`src/verilog/mcu_timing_consts.vh`:
```
`ifndef MCU_TIMING_CONSTS_VH
`define MCU_TIMING_CONSTS_VH

// Opcodes that the sequencer executes itself
`define OP_NOP 8'h00
`define OP_LJMP 8'h02
`define OP_JBC 8'h10
`define OP_JB 8'h20
`define OP_ADD_IMM 8'h24
`define OP_RLC 8'h33
`define OP_JC 8'h40
`define OP_JNC 8'h50
`define OP_ANL_DIR_IMM 8'h53
`define OP_JZ 8'h60
`define OP_JNZ 8'h70
`define OP_JMP_INDEXED 8'h73
`define OP_MOV_A_IMM 8'h74
`define OP_SJMP 8'h80
`define OP_MOV_DIR_DIR 8'h85
`define OP_MOV_POINTER_IMM 8'h90
`define OP_MOVC_INDEXED 8'h93
`define OP_INC_POINTER 8'ha3
`define OP_CJNE_A_IMM 8'hb4
`define OP_PUSH 8'hc0
`define OP_SWAP 8'hc4
`define OP_POP 8'hd0
`define OP_DJNZ_DIR 8'hd5
`define OP_MOVX_RD 8'he0
`define OP_CLR_A 8'he4
`define OP_MOVX_WR 8'hf0

// Length and cycle count packed as {len[1:0], cycles[2:0]}
`define T_ADD_IMM {2'd2, 3'd2}
`define T_ADD_RN {2'd1, 3'd1}
`define T_CJNE_IND {2'd3, 3'd5}
`define T_CJNE_A_IMM {2'd3, 3'd4}
`define T_DJNZ_DIR {2'd3, 3'd5}
`define T_DJNZ_RN {2'd2, 3'd4}
`define T_JB {2'd3, 3'd5}
`define T_JBC {2'd3, 3'd5}
`define T_JC_JNC {2'd2, 3'd3}
`define T_JZ_JNZ {2'd2, 3'd4}
`define T_JMP_INDEXED {2'd1, 3'd5}
`define T_MOVC_INDEXED {2'd1, 3'd5}
`define T_MOVX_WR {2'd1, 3'd1}
`define T_MOVX_RD {2'd1, 3'd2}
`define T_MOV_POINTER {2'd3, 3'd3}
`define T_PUSH {2'd2, 3'd3}
`define T_POP {2'd2, 3'd2}
`define T_MOV_DIR_DIR {2'd3, 3'd3}
`define T_ANL_DIR_IMM {2'd3, 3'd3}
`define T_SWAP {2'd1, 3'd1}
`define T_RLC {2'd1, 3'd1}

// Reset values and memory map
`define RST_PC 16'h0000
`define RST_SP 8'h07
`define RST_POINTER 16'h0000
`define BIT_AREA_HI 3'b010
`define SFR_ACC 8'he0
`define SFR_SP 8'h81
`define SFR_DPL0 8'h82
`define SFR_DPH0 8'h83
`define SFR_DPL1 8'h84
`define SFR_DPH1 8'h85

`endif

```
`src/verilog/opcode_timing.v`:
```
`timescale 1ns/1ps
`include "mcu_timing_consts.vh"

module opcode_timing (
  input wire [7:0] opcode,
  output reg [1:0] len,
  output reg [2:0] cycles
);

  reg [4:0] lc;
  reg [4:0] rn_lc;
  reg [4:0] ri_lc;

  // Register-operand group, selected by the high nibble
  always @* begin
    case (opcode[7:4])
      4'h0: rn_lc = {2'd1, 3'd2};
      4'h1: rn_lc = {2'd1, 3'd2};
      4'h2: rn_lc = `T_ADD_RN;
      4'h7: rn_lc = {2'd2, 3'd2};
      4'h8: rn_lc = {2'd2, 3'd2};
      4'ha: rn_lc = {2'd2, 3'd3};
      4'hb: rn_lc = {2'd3, 3'd4};
      4'hc: rn_lc = {2'd1, 3'd2};
      4'hd: rn_lc = `T_DJNZ_RN;
      default: rn_lc = {2'd1, 3'd1};
    endcase
  end

  // Indirect-operand group, selected by the high nibble
  always @* begin
    case (opcode[7:4])
      4'h0: ri_lc = {2'd1, 3'd3};
      4'h1: ri_lc = {2'd1, 3'd3};
      4'h7: ri_lc = {2'd2, 3'd2};
      4'h8: ri_lc = {2'd2, 3'd3};
      4'ha: ri_lc = {2'd2, 3'd3};
      4'hb: ri_lc = `T_CJNE_IND;
      4'hc: ri_lc = {2'd1, 3'd3};
      4'hd: ri_lc = {2'd1, 3'd3};
      default: ri_lc = {2'd1, 3'd2};
    endcase
  end

  // Length and cycle table, counted in system clocks
  always @* begin
    casez (opcode)
      8'b???0_0001: lc = {2'd2, 3'd3};
      8'b???1_0001: lc = {2'd2, 3'd4};
      8'b????_1???: lc = rn_lc;
      8'b????_011?: lc = ri_lc;
      8'h02: lc = {2'd3, 3'd4};
      8'h05: lc = {2'd2, 3'd3};
      8'h10: lc = `T_JBC;
      8'h12: lc = {2'd3, 3'd4};
      8'h15: lc = {2'd2, 3'd3};
      8'h20: lc = `T_JB;
      8'h22: lc = {2'd1, 3'd4};
      8'h24: lc = `T_ADD_IMM;
      8'h25: lc = {2'd2, 3'd2};
      8'h30: lc = {2'd3, 3'd5};
      8'h32: lc = {2'd1, 3'd4};
      8'h33: lc = `T_RLC;
      8'h34: lc = {2'd2, 3'd2};
      8'h35: lc = {2'd2, 3'd2};
      8'h40: lc = `T_JC_JNC;
      8'h50: lc = `T_JC_JNC;
      8'h53: lc = `T_ANL_DIR_IMM;
      8'h60: lc = `T_JZ_JNZ;
      8'h70: lc = `T_JZ_JNZ;
      8'h73: lc = `T_JMP_INDEXED;
      8'h75: lc = {2'd3, 3'd3};
      8'h80: lc = {2'd2, 3'd3};
      8'h83: lc = {2'd1, 3'd4};
      8'h84: lc = {2'd1, 3'd6};
      8'h85: lc = `T_MOV_DIR_DIR;
      8'h90: lc = `T_MOV_POINTER;
      8'h92: lc = {2'd2, 3'd3};
      8'h93: lc = `T_MOVC_INDEXED;
      8'ha3: lc = {2'd1, 3'd1};
      8'ha4: lc = {2'd1, 3'd2};
      8'ha5: lc = {2'd1, 3'd1};
      8'hb2: lc = {2'd2, 3'd3};
      8'hb3: lc = {2'd1, 3'd1};
      8'hb4: lc = `T_CJNE_A_IMM;
      8'hb5: lc = {2'd3, 3'd5};
      8'hc0: lc = `T_PUSH;
      8'hc2: lc = {2'd2, 3'd3};
      8'hc3: lc = {2'd1, 3'd1};
      8'hc4: lc = `T_SWAP;
      8'hc5: lc = {2'd2, 3'd3};
      8'hd0: lc = `T_POP;
      8'hd2: lc = {2'd2, 3'd3};
      8'hd3: lc = {2'd1, 3'd1};
      8'hd4: lc = {2'd1, 3'd3};
      8'hd5: lc = `T_DJNZ_DIR;
      8'he0: lc = `T_MOVX_RD;
      8'he2, 8'he3: lc = {2'd1, 3'd2};
      8'he5: lc = {2'd2, 3'd2};
      8'hf0: lc = `T_MOVX_WR;
      8'hf2, 8'hf3: lc = {2'd1, 3'd1};
      8'hf5: lc = {2'd2, 3'd2};
      8'h00, 8'h03, 8'h04, 8'h13, 8'h14, 8'h23, 8'he4, 8'hf4: lc = {2'd1, 3'd1};
      8'h72, 8'h82, 8'ha2: lc = {2'd2, 3'd2};
      8'h?2: lc = {2'd2, 3'd3};
      8'h?3: lc = {2'd3, 3'd3};
      8'h?4: lc = {2'd2, 3'd2};
      8'h?5: lc = {2'd2, 3'd2};
      8'h?0: lc = {2'd2, 3'd2};
      default: lc = {2'd1, 3'd1};
    endcase
  end

  // Unpack
  always @* begin
    len = lc[4:3];
    cycles = lc[2:0];
  end

endmodule // opcode_timing

```
`src/verilog/instr_sequencer.v`:
```
`timescale 1ns/1ps
`include "mcu_timing_consts.vh"

module instr_sequencer (
  input wire clk,
  input wire rst_n,
  output wire [15:0] code_addr,
  input wire [7:0] code_data,
  input wire data_pointer_select,
  output reg [15:0] xram_addr_reg,
  output reg [7:0] xram_wdata_reg,
  output reg xram_we_reg,
  output reg xram_re_reg,
  input wire [7:0] xram_rdata,
  output reg [15:0] pc_reg,
  output reg [7:0] acc_reg,
  output reg cy_reg,
  output reg [15:0] pointer0_reg,
  output reg [15:0] pointer1_reg,
  output reg instr_done_reg,
  output reg [7:0] last_opcode_reg
);

  // Length and cycles of the indexed code read
  localparam [4:0] MOVC_LC = `T_MOVC_INDEXED;
  reg [2:0] cnt_reg;
  reg [7:0] opc_reg;
  reg [7:0] op1_reg;
  reg [7:0] op2_reg;
  reg [7:0] sp_reg;
  reg [7:0] iram [0:127];

  reg [15:0] pc_next;
  reg [7:0] acc_next;
  reg cy_next;
  reg [7:0] sp_next;
  reg [15:0] d0_next;
  reg [15:0] d1_next;
  reg [15:0] xaddr_next;
  reg [7:0] xwdata_next;
  reg xwe_next;
  reg xre_next;
  reg we;
  reg [7:0] wa;
  reg [7:0] wd;
  reg load_pointer;
  reg [15:0] pointer_new;
  reg [8:0] sum;
  reg [7:0] dec;
  reg [7:0] dir1;
  reg [7:0] sp_inc;

  wire [1:0] len;
  wire [2:0] cyc;

  // Opcode and operands: live from code memory in their fetch cycle, held after
  wire [7:0] opc = (cnt_reg == 3'd0) ? code_data : opc_reg;
  wire [7:0] b1 = (cnt_reg == 3'd1) ? code_data : op1_reg;
  wire [7:0] b2 = (cnt_reg == 3'd2) ? code_data : op2_reg;
  wire exec = (cnt_reg == (cyc - 3'd1));
  wire [15:0] active_data_pointer = data_pointer_select ? pointer1_reg : pointer0_reg;
  wire [15:0] acc_plus_pointer = {8'h00, acc_reg} + active_data_pointer;
  wire [15:0] pc_seq = pc_reg + {14'h0000, len};
  wire [7:0] rn = iram[{4'h0, opc[2:0]}];
  wire [7:0] ri = iram[{6'h00, opc[0]}];
  wire [7:0] ind = iram[ri[6:0]];
  wire [7:0] stk = iram[sp_reg[6:0]];
  wire [7:0] bit_byte = iram[{`BIT_AREA_HI, b1[6:3]}];
  wire bit_val = ~b1[7] & bit_byte[b1[2:0]];

  // Sign-extended relative branch target
  function [15:0] rel_tgt;
    input [15:0] base;
    input [7:0] r;
    begin
      rel_tgt = base + {{8{r[7]}}, r};
    end
  endfunction

  // Length and cycle count of the current opcode
  opcode_timing u_timing (
    .opcode(opc),
    .len(len),
    .cycles(cyc)
  );

  // Operand bytes follow the opcode; indexed read in the last cycle, held opcode avoids a memory loop
  assign code_addr = (opc_reg == `OP_MOVC_INDEXED && cnt_reg == MOVC_LC[2:0] - 3'd1) ?
                     acc_plus_pointer : pc_reg + {13'h0000, cnt_reg};

  // Direct-address read of the first operand, with a few core SFRs
  always @* begin
    dir1 = 8'h00;
    if (!b1[7]) begin
      dir1 = iram[b1[6:0]];
    end else begin
      case (b1)
        `SFR_ACC: dir1 = acc_reg;
        `SFR_SP: dir1 = sp_reg;
        `SFR_DPL0: dir1 = pointer0_reg[7:0];
        `SFR_DPH0: dir1 = pointer0_reg[15:8];
        `SFR_DPL1: dir1 = pointer1_reg[7:0];
        `SFR_DPH1: dir1 = pointer1_reg[15:8];
        default: dir1 = 8'h00;
      endcase
    end
  end

  // Execute stage: all effects except the external read request land in the last cycle of the instruction
  always @* begin
    pc_next = pc_reg;
    acc_next = acc_reg;
    cy_next = cy_reg;
    sp_next = sp_reg;
    d0_next = pointer0_reg;
    d1_next = pointer1_reg;
    xaddr_next = xram_addr_reg;
    xwdata_next = xram_wdata_reg;
    xwe_next = 1'b0;
    xre_next = 1'b0;
    we = 1'b0;
    wa = 8'h00;
    wd = 8'h00;
    load_pointer = 1'b0;
    pointer_new = active_data_pointer;
    sum = 9'h000;
    dec = 8'h00;
    sp_inc = sp_reg + 8'h01;
    // External read address goes out one cycle ahead of the capture
    if (opc == `OP_MOVX_RD && cnt_reg == 3'd0) begin
      xaddr_next = active_data_pointer;
      xre_next = 1'b1;
    end
    if (exec) begin
      pc_next = pc_seq;
      casez (opc)
        `OP_ADD_IMM, 8'b0010_1???: begin
          sum = {1'b0, acc_reg} + {1'b0, (opc[3] ? rn : b1)};
          acc_next = sum[7:0];
          cy_next = sum[8];
        end
        `OP_CJNE_A_IMM, 8'b1011_011?: begin
          dec = (opc[1] ? ind : acc_reg);
          cy_next = (dec < b1);
          if (dec != b1) begin
            pc_next = rel_tgt(pc_seq, b2);
          end
        end
        `OP_DJNZ_DIR: begin
          dec = dir1 - 8'h01;
          we = 1'b1;
          wa = b1;
          wd = dec;
          if (dec != 8'h00) begin
            pc_next = rel_tgt(pc_seq, b2);
          end
        end
        8'b1101_1???: begin
          dec = rn - 8'h01;
          we = 1'b1;
          wa = {5'h00, opc[2:0]};
          wd = dec;
          if (dec != 8'h00) begin
            pc_next = rel_tgt(pc_seq, b1);
          end
        end
        `OP_JB, `OP_JBC: begin
          if (bit_val) begin
            pc_next = rel_tgt(pc_seq, b2);
            we = (opc == `OP_JBC);
            wa = {1'b0, `BIT_AREA_HI, b1[6:3]};
            wd = bit_byte & ~(8'h01 << b1[2:0]);
          end
        end
        `OP_JC: if (cy_reg) pc_next = rel_tgt(pc_seq, b1);
        `OP_JNC: if (!cy_reg) pc_next = rel_tgt(pc_seq, b1);
        `OP_JZ: if (acc_reg == 8'h00) pc_next = rel_tgt(pc_seq, b1);
        `OP_JNZ: if (acc_reg != 8'h00) pc_next = rel_tgt(pc_seq, b1);
        `OP_SJMP: pc_next = rel_tgt(pc_seq, b1);
        `OP_LJMP: pc_next = {b1, b2};
        `OP_JMP_INDEXED: pc_next = acc_plus_pointer;
        `OP_MOVC_INDEXED: acc_next = code_data;
        `OP_MOVX_WR: begin
          xaddr_next = active_data_pointer;
          xwdata_next = acc_reg;
          xwe_next = 1'b1;
        end
        `OP_MOVX_RD: acc_next = xram_rdata;
        `OP_MOV_POINTER_IMM: begin
          load_pointer = 1'b1;
          pointer_new = {b1, b2};
        end
        `OP_INC_POINTER: begin
          load_pointer = 1'b1;
          pointer_new = active_data_pointer + 16'h0001;
        end
        `OP_PUSH: begin
          sp_next = sp_inc;
          we = 1'b1;
          wa = {1'b0, sp_inc[6:0]};
          wd = dir1;
        end
        `OP_POP: begin
          sp_next = sp_reg - 8'h01;
          we = 1'b1;
          wa = b1;
          wd = stk;
        end
        `OP_MOV_DIR_DIR: begin
          we = 1'b1;
          wa = b2;
          wd = dir1;
        end
        `OP_ANL_DIR_IMM: begin
          we = 1'b1;
          wa = b1;
          wd = dir1 & b2;
        end
        `OP_SWAP: acc_next = {acc_reg[3:0], acc_reg[7:4]};
        `OP_RLC: begin
          acc_next = {acc_reg[6:0], cy_reg};
          cy_next = acc_reg[7];
        end
        `OP_MOV_A_IMM: acc_next = b1;
        `OP_CLR_A: acc_next = 8'h00;
        default: acc_next = acc_reg;
      endcase
    end
    // Loads go to whichever pointer the select input names
    if (load_pointer) begin
      if (data_pointer_select) begin
        d1_next = pointer_new;
      end else begin
        d0_next = pointer_new;
      end
    end
    // Direct writes into the core SFRs
    if (we && wa[7]) begin
      case (wa)
        `SFR_ACC: acc_next = wd;
        `SFR_SP: sp_next = wd;
        `SFR_DPL0: d0_next = {pointer0_reg[15:8], wd};
        `SFR_DPH0: d0_next = {wd, pointer0_reg[7:0]};
        `SFR_DPL1: d1_next = {pointer1_reg[15:8], wd};
        `SFR_DPH1: d1_next = {wd, pointer1_reg[7:0]};
        default: ;
      endcase
    end
  end

  // Internal RAM, lower 128 bytes
  always @(posedge clk) begin
    if (we && !wa[7]) begin
      iram[wa[6:0]] <= wd;
    end
  end

  // Sequencer and architectural state
  always @(posedge clk or negedge rst_n) begin
    if (!rst_n) begin
      cnt_reg <= 3'd0;
      opc_reg <= `OP_NOP;
      op1_reg <= 8'h00;
      op2_reg <= 8'h00;
      pc_reg <= `RST_PC;
      acc_reg <= 8'h00;
      cy_reg <= 1'b0;
      sp_reg <= `RST_SP;
      pointer0_reg <= `RST_POINTER;
      pointer1_reg <= `RST_POINTER;
      xram_addr_reg <= 16'h0000;
      xram_wdata_reg <= 8'h00;
      xram_we_reg <= 1'b0;
      xram_re_reg <= 1'b0;
      instr_done_reg <= 1'b0;
      last_opcode_reg <= `OP_NOP;
    end else begin
      cnt_reg <= exec ? 3'd0 : cnt_reg + 3'd1;
      opc_reg <= opc;
      if (cnt_reg == 3'd1) begin
        op1_reg <= code_data;
      end
      if (cnt_reg == 3'd2) begin
        op2_reg <= code_data;
      end
      pc_reg <= pc_next;
      acc_reg <= acc_next;
      cy_reg <= cy_next;
      sp_reg <= sp_next;
      pointer0_reg <= d0_next;
      pointer1_reg <= d1_next;
      xram_addr_reg <= xaddr_next;
      xram_wdata_reg <= xwdata_next;
      xram_we_reg <= xwe_next;
      xram_re_reg <= xre_next;
      instr_done_reg <= exec;
      if (exec) begin
        last_opcode_reg <= opc;
      end
    end
  end

endmodule // instr_sequencer

```
`config.mk`:
```
export PLATFORM = sky130hd
export DESIGN_NAME = instr_sequencer
export DESIGN_NICKNAME = d
export VERILOG_FILES = /design/src/verilog/opcode_timing.v /design/src/verilog/instr_sequencer.v
export VERILOG_INCLUDE_DIRS = /design/src /design/src/verilog
export SDC_FILE = /design/constraint.sdc
export NUM_CORES = 2
export LEC_CHECK = 0
export BUFFER_PORTS_ARGS = -buffer_cell sky130_fd_sc_hd__clkbuf_2
export CAP_MARGIN = 20
export CORE_MARGIN = 5
export CORE_UTILIZATION = 29
export CTS_CLUSTER_SIZE = 30
export DETAILED_ROUTE_END_ITERATION = 10
export HOLD_SLACK_MARGIN = 0.03
export PLACE_DENSITY = 0.47
export SLEW_MARGIN = 20
export SYNTH_ARGS = -nofsm -noshare
export SYNTH_HDL_FRONTEND = slang
export SYNTH_SLANG_ARGS = --single-unit
```
`constraint.sdc`:
```
create_clock -name clk -period 8.5 [get_ports clk]
set_clock_uncertainty 0.15 [all_clocks]
set_input_delay 1.275 -clock clk [delete_from_list [all_inputs] [get_ports clk]]
set_output_delay 1.275 -clock clk [all_outputs]
set_load 0.03 [all_outputs]
```
=== Word level (Yosys, flattened, before mapping) ===
Memory sizes are Yosys's and may differ from the RTL's.
Cells that the tools add are included.

* Memory bits (read-only): 160
* Word-level logic and storage cells: 232
* Flip-flop bits (word level): 127
* Bits in writable memories: 1024
* Output and inout port bits: 108
* Memories: 3

* Order comparisons: 2
* Multiplexer cells: 61
* Add/sub/neg operators: 13
* Bitwise operators: 5
* Shifts and indexed selects: 1
* Eq/ne operators: 96
* Reductions and logical operators: 33

{| class="wikitable"
|+ Memory list
! memory !! depth !! width !! read ports !! clocked after memory_dff !! write ports !! line !! source
|-
| iram || 128 || 8 || 6 || 0 || 1 || instr_sequencer.v:31 || <nowiki>reg [7:0] iram [0:127];</nowiki>
|-
| (no name shown) || 16 || 5 || 1 || 0 || 0 || opcode_timing.v:32 || <nowiki>case (opcode[7:4])</nowiki>
|-
| (no name shown) || 16 || 5 || 1 || 0 || 0 || opcode_timing.v:16 || <nowiki>case (opcode[7:4])</nowiki>
|}

{| class="wikitable"
|+ Operators by type and width
! operator !! number
|-
| 8-bit equality test (second input constant) || 49
|-
| 16-bit 2-to-1 mux || 20
|-
| 16-bit case mux with 11 select lines || 1
|-
| 8-bit 2-to-1 mux || 15
|-
| 16-bit case mux with 2 select lines || 3
|-
| 8-bit case mux with 6 select lines || 2
|-
| 8-bit by 6-bit equality test with 1-bit output (second input constant) || 10
|-
| 8-bit by 7-bit equality test with 1-bit output (second input constant) || 9
|-
| 5-bit case mux with 14 select lines || 1
|-
| 8-bit case mux with 7 select lines || 1
|-
| 8-bit by 5-bit equality test with 1-bit output (second input constant) || 5
|-
| 8-bit case mux with 5 select lines || 1
|-
| 16-bit adder || 2
|-
| 8-bit nonzero test || 3
|-
| 8-bit by 1-bit subtractor with 8-bit output (second input constant) || 3
|-
| 18-bit OR reduction || 1
|-
| 16-bit by 1-bit adder with 16-bit output (second input constant) || 1
|-
| 16-bit by 2-bit adder with 16-bit output || 1
|-
| 16-bit by 3-bit adder with 16-bit output || 1
|-
| 8-bit by 16-bit adder with 16-bit output || 1
|-
| 8-bit bitwise AND || 2
|-
| 8-bit by 2-bit equality test with 1-bit output (second input constant) || 2
|-
| 8-bit by 3-bit equality test with 1-bit output (second input constant) || 2
|-
| 8-bit zero test || 2
|-
| 43 further kinds || 73
|}

=== Depth between registers and ports, before layout ===
* Word-level depth: 13
* Mapped depth: 36
* Gate-level depth less buffers: 32

=== By module ===
A second synthesis with hierarchy kept.

* Cell total of the unflattened synthesis: 7004
* Area, all modules: 73345.3 um^2

{| class="wikitable"
|+ Modules (own cells, without submodules)
! module !! sequential area each (um^2) !! cells each !! times used !! area each (um^2)
|-
| instr_sequencer || 33931.3 || 6859 || 1 || 72383.2
|-
| opcode_timing || 0.0 || 145 || 1 || 962.2
|}

=== Worst setup path after synthesis ===
Ideal clock, no wire load.

* Kind: input-to-reg
* Start point: input port code_data[4]
* End point: memory iram[0][1] (data pin)
* Data arrival time: 7.958 ns
* Stages: 21
* Path slack: -0.416 ns
* Data required time: 7.543 ns
* Path through: clkbuf_1 mux2i_1 buf_2 inv_1 ha_1 and4_1 buf_1 a221o_1 a2111oi_0 and4_1 a21boi_0 nor4bb_1 ha_1 xor2_1 xnor2_1 nand2_1 or2_1 buf_4 inv_4 o21ai_2 nor2_1

* Elaborated cells on any way between the ends: 104
* Those cells by class: add/sub: 2; eq/ne: 73; mux: 10; bitwise: 3; reduce/logical: 13; memory: 3

{| class="wikitable"
|+ RTL lines
! what !! line !! source
|-
| from (decl) || instr_sequencer.v:8 || <nowiki>input wire [7:0] code_data,</nowiki>
|-
| 8-bit 2-to-1 mux * || instr_sequencer.v:57 || <nowiki>wire [7:0] opc = (cnt_reg == 3'd0) ? code_data : opc_reg;</nowiki>
|-
| named net opc[4] || instr_sequencer.v:57 ||
|-
| 8-bit by 6-bit equality test with 1-bit output (tied with other cells) || opcode_timing.v:47 || <nowiki>casez (opcode)</nowiki>
|-
| 18-bit OR reduction (no source line) (tied with other cells) || n/a ||
|-
| 5-bit case mux with 14 select lines || opcode_timing.v:47 ||
|-
| 3-bit by 1-bit subtractor with 3-bit output || instr_sequencer.v:60 || <nowiki>wire exec = (cnt_reg == (cyc - 3'd1));</nowiki>
|-
| 3-bit equality test || instr_sequencer.v:60 ||
|-
| 8-bit 2-to-1 mux * || instr_sequencer.v:134 || <nowiki>if (exec) begin</nowiki>
|-
| named net wd[1] || instr_sequencer.v:45 || <nowiki>reg [7:0] wd;</nowiki>
|-
| to (decl) || instr_sequencer.v:31 ||
|}

The timed path passes the listed nets; every way through them passes the cells marked *. The select of a mux whose other input is x is not followed.

=== Final worst setup path ===
* Start point: register cnt_reg[1]
* End point: register pc_reg[8]

* Word-level cells in the longest chain between the ends: 10
* Elaborated cells on any way between the ends: 130
* Those cells by class: add/sub: 6; eq/ne: 82; mux: 19; bitwise: 2; reduce/logical: 18; memory: 3

{| class="wikitable"
|+ RTL lines
! what !! line !! source
|-
| from (decl) || instr_sequencer.v:26 || <nowiki>reg [2:0] cnt_reg;</nowiki>
|-
| from (signal assigned) || instr_sequencer.v:278 || <nowiki>cnt_reg <= exec ? 3'd0 : cnt_reg + 3'd1;</nowiki>
|-
| 3-bit zero test || instr_sequencer.v:57 ||
|-
| 8-bit 2-to-1 mux || instr_sequencer.v:57 ||
|-
| 4-bit by 3-bit equality test with 1-bit output or 4-bit zero test (tied branches) || opcode_timing.v:47 ||
|-
| 3-bit OR reduction (no source line) || n/a ||
|-
| 5-bit case mux with 3 select lines || opcode_timing.v:47 ||
|-
| 5-bit case mux with 14 select lines || opcode_timing.v:47 ||
|-
| 16-bit by 2-bit adder with 16-bit output || instr_sequencer.v:63 || <nowiki>wire [15:0] pc_seq = pc_reg + {14'h0000, len};</nowiki>
|-
| 16-bit adder || instr_sequencer.v:76 || <nowiki>rel_tgt = base + {{8{r[7]}}, r};</nowiki>
|-
| 16-bit 2-to-1 mux (tied with other cells) || instr_sequencer.v:178 || <nowiki>`OP_JNZ: if (acc_reg != 8'h00) pc_next = rel_tgt(pc_seq, b1);</nowiki>
|-
| 16-bit case mux with 11 select lines || instr_sequencer.v:136 || <nowiki>casez (opc)</nowiki>
|-
| to (signal assigned) || instr_sequencer.v:265 || <nowiki>pc_reg <= `RST_PC;</nowiki>
|-
| to (signal assigned) || instr_sequencer.v:286 || <nowiki>pc_reg <= pc_next;</nowiki>
|-
| to (decl) || instr_sequencer.v:15 || <nowiki>output reg [15:0] pc_reg,</nowiki>
|}

Parallel ways exist; a longest one is shown, timed or not. The select of a mux whose other input is x is not followed.
A chain may end at the register's enable or synchronous reset.

==> results.sh <==
export IMPL_status="completed"
export IMPL_die_w_microns=510.2
export IMPL_fin_util=0.3415
export IMPL_async_reset_ff_frac=0.1103
export IMPL_p_int_mw=14.82
export IMPL_seq_power_share=0.225
export IMPL_synth_top_cell_by_area="edfxtp_1"
export IMPL_rsz0062_at_grt="false"
export IMPL_grt_pass1_wl_microns=489900
export IMPL_worstReg2RegEnd="pc_reg[8]"
export IMPL_nFillCells=24450
export IMPL_h_tree_depth=4
export IMPL_cp_max_fo=12
export IMPL_fin_setup_tns_ns=0
export IMPL_ys_flop_type="edfxtp_1"
export IMPL_cts_hold_buf=0
export IMPL_post_route_period_util=0.9598
export IMPL_initial_core_util=0.2915
export IMPL_synth_area_leaders="edfxtp_1 (42%), mux4_2 (20%), nand2_1 (4.7%)"
export IMPL_grt_start_max_net_pins=105
export IMPL_cp_start_kind="flip-flop"
export IMPL_maxCapViolCount=0
export IMPL_io_buffer_count=126
export IMPL_core_sq_mm=0.2489
export IMPL_synth_adder_area_share=0.01476
export IMPL_synthCells=5946
export IMPL_period_needed_ns=8.158
export IMPL_die_area_sq_mm=0.2603
export IMPL_r2r_cells=25
export IMPL_yosysMostFrequentCell="edfxtp_1"
export IMPL_swShare=0.4995
export IMPL_clk_latency_ns=0.84
export IMPL_hold_end="last_opcode_reg[3]"
export IMPL_holdPathStages=2
export IMPL_critPathRequiredTime_ns=9.00
export IMPL_final_seq_area_sq_mm=0.03395
export IMPL_yosysTopAreaCellShare=0.4238
export IMPL_switchingPower_mw=14.79
export IMPL_hpwl_microns=250400
export IMPL_leakagePower_nw=30.55
export IMPL_crit_arrival_ns=8.65
export IMPL_max_slew_margin_rel=0.1415
export IMPL_setup_viol=0
export IMPL_synth_commonest_cells="edfxtp_1 (1024), nand2_1 (917), mux4_2 (632)"
export IMPL_holdWs_ns=0.3343
export IMPL_viasPerCell=6.344
export IMPL_combinationalPowerShare=0.564
export IMPL_p_per_area_mw_per_mm2=348.3
export IMPL_grt_overflow_total=0
export IMPL_syn_avg_cell_area_sq_um=12.20
export IMPL_cts_buffers=142
export IMPL_r2r_start="cnt_reg[1]"
export IMPL_hp_start="last_opcode_reg[3]"
export IMPL_drc=0
export IMPL_ios=127
export IMPL_synthMuxAreaShare=0.2365
export IMPL_vdd_drop_max_v=0.0004857
export IMPL_cts_setup_buffers=0
export IMPL_cts_buffer_depth=3
export IMPL_synth_edff_count=1024
export IMPL_yosys_register_bits=1151
export IMPL_first_pass_iters=8
export IMPL_synth_top_family_by_area="multiplexers"
export IMPL_wl_per_cell_microns=36.85
export IMPL_wl_microns=357900
export IMPL_tightest_slew_ns=1.261
export IMPL_crit_path_end_kind="flip-flop"
export IMPL_grt_usage=0.2668
export IMPL_finalHoldViolations=0
export IMPL_crit_top_cell="buf_4"
export IMPL_gp_congestion=0.9856
export IMPL_drt_iter0_drc=8927
export IMPL_cts_tree="yes"
export IMPL_slew_viol_final=0
export IMPL_fin_nets=6356
export IMPL_path_class="reg -> reg"
export IMPL_antenna_found_initial=25
export IMPL_synth_xor_area_frac=0.01267
export IMPL_synth_compound_area_share=0.1201
export IMPL_synth_warnings=0
export IMPL_synth_simple_area_share=0.1130
export IMPL_cts_sinks=1151
export IMPL_slowest_delay_ns=0.78
export IMPL_synth_fp_nets=6047
export IMPL_cts_root_buf="clkbuf_16"
export IMPL_seq_area_frac_synth=0.4676
export IMPL_setup_ws_ns=0.3418
export IMPL_multiInputGateArea_sq_mm=0.03651
export IMPL_synth_cell_type_count=109
export IMPL_die_h_microns=510.2
export IMPL_largest_reg_flops=1024
export IMPL_clk_pin_slew_worst_paths_ns=0.06
export IMPL_grt_pass1_vias=58460
export IMPL_preCtsSetupSlack_ns=0.05909
export IMPL_min_path_type="reg -> reg"
export IMPL_syn_area_sq_mm=0.07256
export IMPL_fmaxAchievable_ghz=0.1226
export IMPL_area_growth_pct=17.13
export IMPL_ff2ff_setup_slack_ns=0.34
export IMPL_row_count=183
export IMPL_vias=61620
export IMPL_drtAntennaViolNets=0
export IMPL_cp_slowest_cell="a211oi_1"
export IMPL_drive_gt1_frac=0.2637
export IMPL_pwr_share_clk=0.211
[kinds of logic (layout without fill, tap and decap cells)]
group | Yosys count | after routing
AO/OA/AOI/OAI | 1256 | 1256
XOR/XNOR | 105 | 105
adder cells (fa/ha/maj) | 82 | 82
buffers and inverters | 601 | 1027
flip-flops | 1151 | 1151
multiplexers | 914 | 914
other | 0 | 10
AND/OR/NAND/NOR | 1837 | 1837
[power by group through the flow]
stage | clock network, mW | logic [mW] | registers, mW
floorplan | 0 | 8.85 | 6.67
global route | 6.53 | 17.2 | 6.67
detailed placement | 0 | 16.1 | 6.76
CTS | 6.30 | 16.1 | 6.65
finish | 6.23 | 16.7 | 6.66
global placement | 0 | 16.1 | 6.76
[worst max path at each step]
stage | startpoint | to | slack, ns | cells past startpoint
6_report | cnt_reg[1] | pc_reg[8] | 0.34 | 25
5_1_grt | cnt_reg[1] | pc_reg[15] | 0.01 | 31
4_1_cts | cnt_reg[1] | pc_reg[15] | 0.11 | 31
3_5_place_dp | code_data[4] | pc_reg[15] | 0.06 | 27
3_3_place_gp | code_data[4] | pc_reg[15] | -0.1 | 29
2_1_floorplan | code_data[4] | iram[0][3] | 0.78 | 21
[per-layer routing]
metal,global-route usage,wire length (microns)
met5,0,137
met4,0.1386,22290
met3,0.07244,40900
met2,0.4036,156700
met1,0.3505,137800
[cell type report]
class	count	share of cell area
clock buffer	167	0.04353
inverter	113	0.005447
tap	3330	0.04902
sequential	1151	0.3994
multi-input combinational	4194	0.4295
antenna	10	0.0002944
clock inverter	94	0.01217
timing repair buffer	653	0.06064
[placed cells by master, fill, tap and decap left out, types with 29 or more instances in the layout]
cell type	count
o21ai_0	163
and3_1	60
edfxtp_1	1024
mux2i_1	211
nor3_1	69
a22oi_1	41
mux4_2	632
dfrtp_1	122
clkbuf_16	144
ha_1	75
xor2_1	34
o211ai_1	29
xnor2_1	70
o221ai_1	124
clkbuf_2	125
inv_1	93
buf_4	481
a21oi_1	274
a211oi_1	93
nor2_1	330
clkinv_2	31
nand2_1	916
nand3_1	215
a311oi_1	80
a31oi_1	88
nor2b_1	29
o22ai_1	93
nor4_1	30
nand4_1	41
mux2_2	50
buf_12	45
clkinv_1	33
[metrics by stage]
step	cells	total power, mW	instance area [sq um]
3_3_place_gp	9439	22.89	80170
2_1_floorplan	5946	15.52	72560
5_1_grt	9702	30.37	84970
6_report	9712	29.60	84990
3_5_place_dp	9440	22.83	80190
4_1_cts	9701	29.10	84920
[repair_timing]
item                                   4_1_cts  5_1_grt
setup endpoints to repair                    0        7
endpoints found under the hold margin        0        0
resized for setup                            0        8
[worst max-delay path: cells and delay by family (launching register included)]
kind	cells	cell delay, ns
flip-flops	1	0.43
AO/OA/AOI/OAI	11	3.49
buffers and inverters	6	1.25
adder cells (fa/ha/maj)	2	0.70
AND/OR/NAND/NOR	6	1.92
Power figures use the tool's default switching activity.
